File: src/design/mpp_power_map.vh
// constants for the memory page power controller
// assumes inclusion by bare name from design files only
`ifndef MPP_POWER_MAP_VH
`define MPP_POWER_MAP_VH

// core count and page count
`define MPP_NUM_CORES 6
`define MPP_NUM_PAGES 2
// local ram page sizes in bytes (512K and 96K)
`define MPP_LOC_PAGE0_SIZE 20'h80000
`define MPP_LOC_PAGE1_SIZE 20'h18000
`define MPP_LOC_ADDR_W 20
// shared ram page sizes in bytes (512K and 256K)
`define MPP_SH_PAGE0_SIZE 20'h80000
`define MPP_SH_PAGE1_SIZE 20'h40000
`define MPP_SH_ADDR_W 20
// shared permit word: page 0 bit 2, page 1 bit 3
`define MPP_SH_P0_BIT 2
`define MPP_SH_P1_BIT 3
// local command word: page 0 bit 0, page 1 bit 1
`define MPP_LOC_P0_BIT 0
`define MPP_LOC_P1_BIT 1
// privilege modes
`define MPP_MODE_USER 2'h0
`define MPP_MODE_SUP 2'h1
`define MPP_MODE_SUSER 2'h2
`define MPP_MODE_SSUP 2'h3
// window after a sleep request in which an access drops it
`define MPP_DROP_WIN_NS 64
`define MPP_CLK_NS 8
`define MPP_DROP_CYC ((`MPP_DROP_WIN_NS) / (`MPP_CLK_NS))
// cycles a page takes to finish a sleep or wake transition
`define MPP_TRANS_CYC 4'h4
// page state reset value: both pages awake
`define MPP_AWAKE_RST 2'h0

`endif

File: src/design/mpp_page_ctrl.v
// one page power controller: sleep/wake transition with status
// assumes one-cycle sleep and wake request pulses, wake beats sleep
`timescale 1ns/1ps
`default_nettype none
`include "mpp_power_map.vh"

module mpp_page_ctrl (
    // clock and reset
    input wire clk_sys,
    input wire arst_n,
    // requests
    input wire sleepReq,
    input wire wakeReq,
    // status
    output reg asleep,
    output wire busy
);

reg [3:0] count_reg;
reg target_reg;

// transition timer; wake always overrides a pending or done sleep
always @(posedge clk_sys or negedge arst_n) begin
    if (!arst_n) begin
        count_reg <= 4'h0;
        target_reg <= 1'b0;
        asleep <= 1'b0;
    end else if (wakeReq && (asleep || target_reg)) begin
        target_reg <= 1'b0;
        count_reg <= `MPP_TRANS_CYC;
    end else if (sleepReq && !wakeReq && !asleep && !target_reg) begin
        target_reg <= 1'b1;
        count_reg <= `MPP_TRANS_CYC;
    end else if (count_reg != 4'h0) begin
        count_reg <= count_reg - 4'h1;
        // status changes only when the transition completes
        if (count_reg == 4'h1) begin
            asleep <= target_reg;
        end
    end
end

assign busy = (count_reg != 4'h0);

endmodule // mpp_page_ctrl

`default_nettype wire

File: src/design/mpp_power_ctrl.v
// page sleep/wake control for per-core local ram and shared ram
// assumes core requests synchronous to clk_sys, one-cycle write pulses
`timescale 1ns/1ps
`default_nettype none
`include "mpp_power_map.vh"

module mpp_power_ctrl (
    // clock and reset
    input wire clk_sys,
    input wire arst_n,
    // local command writes, one strobe per core, 2 bits per core
    input wire [5:0] locSleepWr,
    input wire [5:0] locWakeWr,
    input wire [11:0] locCmdData,
    // local ram accesses from any core: target core, start, length
    input wire locAccValid,
    input wire [2:0] locAccCore,
    input wire [19:0] locAccAddr,
    input wire [19:0] locAccLen,
    // shared permit writes, one strobe per core, 32-bit word per core
    input wire [5:0] shSleepWr,
    input wire [5:0] shWakeWr,
    input wire [5:0] shRd,
    input wire [191:0] shPermitData,
    input wire [11:0] shMode,
    // shared ram accesses
    input wire shAccValid,
    input wire [19:0] shAccAddr,
    input wire [19:0] shAccLen,
    // status and answers
    output wire [11:0] locPowerStatus,
    output wire [1:0] shPowerStatus,
    output reg [31:0] shPermitRdData,
    output reg [5:0] privException,
    output wire locStall
);

// mask of the pages that an access touches, from its start, length and 512K page-0 size
function [1:0] pagesTouched;
    input [19:0] addr;
    input [19:0] len;
    input [19:0] p0size;
    reg [20:0] last;
    begin
        last = {1'b0, addr} + {1'b0, len} - 21'h1;
        pagesTouched[0] = (addr < p0size);
        pagesTouched[1] = (last >= {1'b0, p0size}) || (addr >= p0size);
    end
endfunction

// true for supervisor and secure supervisor modes
function isSupervisor;
    input [1:0] mode;
    begin
        isSupervisor = (mode == `MPP_MODE_SUP) || (mode == `MPP_MODE_SSUP);
    end
endfunction

wire [1:0] locHit;
wire [1:0] shHit;
wire [11:0] locBusy;
wire [1:0] shBusy;
wire [1:0] shAsleep;
reg [11:0] locSleepReq;
reg [11:0] locWakeReq;
reg [11:0] locPending_reg;
reg [11:0] locPending_next;
reg [4:0] dropCnt_reg [0:11];
reg [1:0] shSleepPermit_reg [0:5];
reg [1:0] shSleepPermit_next [0:5];
reg [1:0] shWakeReq;
reg [1:0] shAllPermit;
reg [5:0] privException_next;
// own loop indices per process, so no process wakes another through a shared index
integer lc;
integer lp;
integer li;
integer sc;
integer si;
// sleep request window length in cycles, loaded into a 5-bit counter
localparam integer DROP_CYC = `MPP_DROP_CYC;

assign locHit = locAccValid ? pagesTouched(locAccAddr, locAccLen, `MPP_LOC_PAGE0_SIZE) : 2'h0;
assign shHit = shAccValid ? pagesTouched(shAccAddr, shAccLen, `MPP_SH_PAGE0_SIZE) : 2'h0;

// local sleep and wake requests per core page
always @* begin
    locSleepReq = 12'h000;
    locWakeReq = 12'h000;
    locPending_next = locPending_reg;
    for (lc = 0; lc < `MPP_NUM_CORES; lc = lc + 1) begin
        for (lp = 0; lp < `MPP_NUM_PAGES; lp = lp + 1) begin
            if (locSleepWr[lc] && locCmdData[2*lc+lp]) begin
                locPending_next[2*lc+lp] = 1'b1;
            end
            if (locWakeWr[lc] && locCmdData[2*lc+lp]) begin
                locWakeReq[2*lc+lp] = 1'b1;
            end
            if (locHit[lp] && (locAccCore == lc[2:0])) begin
                locWakeReq[2*lc+lp] = 1'b1;
            end
            // drop when busy or accessed in window
            if (locPending_reg[2*lc+lp]) begin
                if (locWakeReq[2*lc+lp] || locBusy[2*lc+lp]) begin
                    locPending_next[2*lc+lp] = 1'b0;
                end else if (dropCnt_reg[2*lc+lp] == 5'h0) begin
                    locSleepReq[2*lc+lp] = 1'b1;
                    locPending_next[2*lc+lp] = 1'b0;
                end
            end
        end
    end
end

// request window counters and pending flags
always @(posedge clk_sys or negedge arst_n) begin
    if (!arst_n) begin
        locPending_reg <= 12'h000;
        for (li = 0; li < 12; li = li + 1) begin
            dropCnt_reg[li] <= 5'h0;
        end
    end else begin
        locPending_reg <= locPending_next;
        for (li = 0; li < 12; li = li + 1) begin
            if (locSleepWr[li/2] && locCmdData[li] && !locPending_reg[li]) begin
                dropCnt_reg[li] <= DROP_CYC[4:0];
            end else if (dropCnt_reg[li] != 5'h0) begin
                dropCnt_reg[li] <= dropCnt_reg[li] - 5'h1;
            end
        end
    end
end

// two local pages per core, reset awake
genvar g;
generate
    for (g = 0; g < 12; g = g + 1) begin : gLocPage
        mpp_page_ctrl uLoc (
            .clk_sys(clk_sys),
            .arst_n(arst_n),
            .sleepReq(locSleepReq[g]),
            .wakeReq(locWakeReq[g]),
            .asleep(locPowerStatus[g]),
            .busy(locBusy[g])
        );
    end
    for (g = 0; g < 2; g = g + 1) begin : gShPage
        mpp_page_ctrl uSh (
            .clk_sys(clk_sys),
            .arst_n(arst_n),
            .sleepReq(shAllPermit[g]),
            .wakeReq(shWakeReq[g]),
            .asleep(shAsleep[g]),
            .busy(shBusy[g])
        );
    end
endgenerate

// stall while an asleep local page wakes
// a page still marked asleep but busy is on its way up; a sleep in progress does not stall
assign locStall = |(locBusy & locPowerStatus);
assign shPowerStatus = shAsleep;

// shared permit handling
always @* begin
    shWakeReq = shHit;
    privException_next = 6'h00;
    for (sc = 0; sc < `MPP_NUM_CORES; sc = sc + 1) begin
        shSleepPermit_next[sc] = shSleepPermit_reg[sc];
        if (shSleepWr[sc] || shWakeWr[sc]) begin
            if (isSupervisor(shMode[2*sc+:2])) begin
                if (shSleepWr[sc] && !shBusy[0] && !shBusy[1]) begin
                    shSleepPermit_next[sc] = shSleepPermit_reg[sc] | {shPermitData[32*sc+`MPP_SH_P1_BIT],
                        shPermitData[32*sc+`MPP_SH_P0_BIT]};
                end
                if (shWakeWr[sc]) begin
                    shWakeReq = shWakeReq | {shPermitData[32*sc+`MPP_SH_P1_BIT],
                        shPermitData[32*sc+`MPP_SH_P0_BIT]};
                end
            end else begin
                privException_next = 6'h3F;
            end
        end
    end
    shAllPermit = 2'h3;
    for (sc = 0; sc < `MPP_NUM_CORES; sc = sc + 1) begin
        shAllPermit = shAllPermit & shSleepPermit_reg[sc];
    end
    shAllPermit = shAllPermit & ~shWakeReq;
end

// permits, consumed once a page has gone to sleep or a wake is requested
always @(posedge clk_sys or negedge arst_n) begin
    if (!arst_n) begin
        for (si = 0; si < 6; si = si + 1) begin
            shSleepPermit_reg[si] <= 2'h0;
        end
        privException <= 6'h00;
        shPermitRdData <= 32'h00000000;
    end else begin
        for (si = 0; si < 6; si = si + 1) begin
            shSleepPermit_reg[si] <= shSleepPermit_next[si] & ~shWakeReq & ~shAsleep;
        end
        privException <= privException_next;
        if (|shRd) begin
            shPermitRdData <= 32'h00000000;
        end
    end
end

endmodule // mpp_power_ctrl

`default_nettype wire

File: config.mk
export PLATFORM = sky130hd
export DESIGN_NAME = mpp_power_ctrl
export DESIGN_NICKNAME = d
export VERILOG_FILES = /design/src/design/mpp_page_ctrl.v /design/src/design/mpp_power_ctrl.v
export VERILOG_INCLUDE_DIRS = /design/src /design/src/design
export SDC_FILE = /design/constraint.sdc
export NUM_CORES = 1
export LEC_CHECK = 0
export BUFFER_PORTS_ARGS = -buffer_cell sky130_fd_sc_hd__buf_2
export CORE_AREA = 2 2 152 154
export CTS_CLUSTER_SIZE = 8
export DETAILED_ROUTE_END_ITERATION = 6
export DIE_AREA = 0 0 154 156
export PLACE_DENSITY = 0.81
export SYNTH_ARGS = -nofsm -noshare
export SYNTH_HDL_FRONTEND = slang
export SYNTH_SLANG_ARGS = --single-unit
export TNS_END_PERCENT = 30
File: constraint.sdc
create_clock -name clk_sys -period 3.35 [get_ports clk_sys]
set_input_delay 0.67 -clock clk_sys [delete_from_list [all_inputs] [get_ports clk_sys]]
set_output_delay 0.67 -clock clk_sys [all_outputs]
set_load 0.005 [all_outputs]
==> results.json <==
{
  "groute.usage.overall_pct": 22.4,
  "num_rows": 55,
  "min_period_over_period_pct": 98.7,
  "initial_core_util_pct": 51.1,
  "grt_max_degree": 64,
  "worstSetupEndpoint": "gLocPage[11].uLoc.asleep",
  "grt_pass1_wl_mm": 43.7,
  "vias": 9728,
  "total_power_mw": 9.27,
  "peakVddDrop_mv": 0.506,
  "drv_cap": 0,
  "drive_gt1_share_pct": 20.6,
  "path_max_fanout": 8,
  "timing.slew.headroom_pct": 47.6,
  "synth-seq-area-share_pct": 37.0,
  "synth_flop_cell": "dfrtp_1",
  "ff2ff_setup_slack_ps": 1050,
  "area.growth.synth_to_final_pct": 18.7,
  "cts_tree": "yes",
  "worstMarginPinSlew_ps": 783,
  "endpoint_kind": "flop",
  "wire_per_inst_um": 14.4,
  "hold_slack_ps": 228,
  "drt_first_pass_iters": 5,
  "status": "finished, final reports clean",
  "multi_input_area_sq_mm": 0.00622,
  "syn_area_per_cell_sq_um": 8.61,
  "ctsRootBufferMaster": "clkbuf_16",
  "rr_worst_depth": 9,
  "grt_overflow_total": 0,
  "stdcell_area_sq_mm": 0.0136,
  "hold_viol": 0,
  "ios": 386,
  "placed_area_sq_mm": 0.0128,
  "r2r_start": "gLocPage[10].uLoc.count_reg[0]",
  "nets": 1978,
  "final_common_cell": "inv_1",
  "drv_slew": 0,
  "largest_reg_flops": 60,
  "cp.required_ps": 3660,
  "period_minus_slack_ps": 3310,
  "seqPwrFrac_pct": 36.5,
  "crit_arrival_ps": 3610,
  "synth_cell_type_count": 63,
  "async_reset_ff_share_pct": 100,
  "seq_area_sq_mm": 0.00423,
  "p_int_mw": 5.87,
  "htreeDepth": 4,
  "die_w_um": 154,
  "dp_slack_ps": -599,
  "hold_buffers": 0,
  "max-clock-path-buffers": 2,
  "p_clk_share_pct": 22.1,
  "yosysWarnings": 0,
  "powerDensity_mw_per_mm2": 684,
  "fin_skew_ps": 7.66,
  "layout_setup_ws_ps": 41.9,
  "startpoint": "locAccAddr[10]",
  "dpl.hpwl_mm": 20.6,
  "antenna_found_initial": 13,
  "ant_nets": 0,
  "path_clk_slew_ps": 70,
  "instances_no_fill": 1831,
  "hp-class": "input port to async pin",
  "p_sw_mw": 3.40,
  "fp.dieH_um": 156,
  "startpoint_type": "input port",
  "cts_sinks": 169,
  "drc": 0,
  "globalplace.congestion": 0.914,
  "grt_pass1_vias": 9581,
  "synth-seq-cells": 169,
  "fin_tns_setup_ps": 0,
  "leakage_nw": 6.99,
  "postSynthCellCount": 1327,
  "syn_area_sq_mm": 0.0114,
  "dpl.cell_count": 1787,
  "reg2reg_to": "gLocPage[10].uLoc.count_reg[1]",
  "swShare_pct": 36.7,
  "fillerInstances": 1841,
  "pwr-share-comb_pct": 41.5,
  "worstSetupPathType": "input port to flop",
  "finalSetupViolations": 0,
  "fmaxAchievable_mhz": 302,
  "place.port_buffers": 161,
  "synth_edf_count": 0,
  "drt-initial-drc-count": 662,
  "numCtsBuffers": 17,
  "dieArea_sq_mm": 0.0240,
  "core_sq_mm": 0.0224,
  "finish.utilization_pct": 60.6,
  "layout_common_cells": "inv_1 (229), dfrtp_1 (169), buf_2 (158), nor2_1 (146), ha_1 (111)",
  "viasPerCell": 5.31,
  "totalWireLength_mm": 26.4,
  "clk_latency_ps": 430,
  "rsz0062_at_grt": "true"
}
==> cells by family (layout without fill, tap and decap cells) <==
logic type	count (synthesis)	after routing	synth area share, %
and+or+nand+nor	481	481	21.3
buffers and inverters	295	473	11.4
AOI/OAI and AO/OA	209	209	12.4
DFF	169	169	37.0
adders and majority gates	122	122	13.5
muxes	30	30	2.86
xor gates and xnor gates	20	20	1.53
other	1	42	0.0328
==> power by group through the flow <==
stage | Combinational, mW | Sequential [mW] | Clock [mW]
2_1_floorplan | 2.94 | 3.24 | 0
3_3_place_gp | 3.59 | 3.35 | 0
3_5_place_dp | 3.80 | 3.39 | 0
4_1_cts | 3.84 | 3.37 | 2.08
5_1_grt | 4.44 | 3.49 | 2.17
6_report | 3.84 | 3.38 | 2.05
==> synthesized netlist by cell type, drive strengths merged, types with 22 or more instances <==
cell type | instances | area [sq um]
nor3 | 46 | 230
nand3 | 44 | 220
ha | 120 | 1500
nor2 | 147 | 552
o21ai | 33 | 180
nand3b | 22 | 165
nand2 | 89 | 334
o31ai | 24 | 180
buf | 52 | 387
a21oi | 57 | 285
dfrtp | 169 | 4230
inv | 237 | 890
==> worst min path at each step <==
stage                          startpoint               to  slack [ps]  cells past startpoint
after floorplan                    arst_n   dropCnt_reg[0]         370                      0
after global placement    dropCnt_reg[38]  dropCnt_reg[38]         470                      1
after detailed placement  dropCnt_reg[28]  dropCnt_reg[28]         480                      1
after CTS                          arst_n  dropCnt_reg[56]         260                      1
after global routing               arst_n  dropCnt_reg[56]         270                      1
final                              arst_n  dropCnt_reg[56]         230                      1
==> critical path: stages <==
cell and delay [ps]:
buf_2 80, inv_1 40, ha_1 290, inv_1 110
ha_4 220, buf_4 130, nand2_1 50, o21ai_0 90
and3_4 190, or4_4 520, a2111oi_4 360, buf_12 190
o21ai_4 70, and4bb_1 300, mux2_4 300
==> what timing repair did <==
item                       in CTS  in global routing
gates resized for setup         9                 14
pin swaps                       9                  6
buffers inserted                2                  0
setup endpoints to repair       9                 22
gates cloned                    0                  0
==> layout make-up <==
| cell class | instances | area share (%) |
|---|---|---|
| inverters | 237 | 6.66 |
| multi-input cells | 894 | 45.9 |
| repair buffers | 204 | 8.81 |
| diodes | 10 | 0.185 |
| flip-flops and latches | 169 | 31.2 |
| clock buffers | 21 | 3.54 |
| clock inverters | 11 | 1.05 |
| well taps | 285 | 2.63 |
==> routing by layer <==
| layer | global-route usage, % | vias to the layer above | share of wire (%) |
|---|---|---|---|
| met1 | 27.2 | 4621 | 43 |
| met2 | 36.8 | 231 | 46 |
| met3 | 8.25 | 54 | 7.9 |
| li1 | - | 4816 | - |
| met5 | 0 | - | 0.15 |
| met4 | 8.10 | 6 | 2.3 |
No activity file was read; power rests on OpenSTA's default activity.
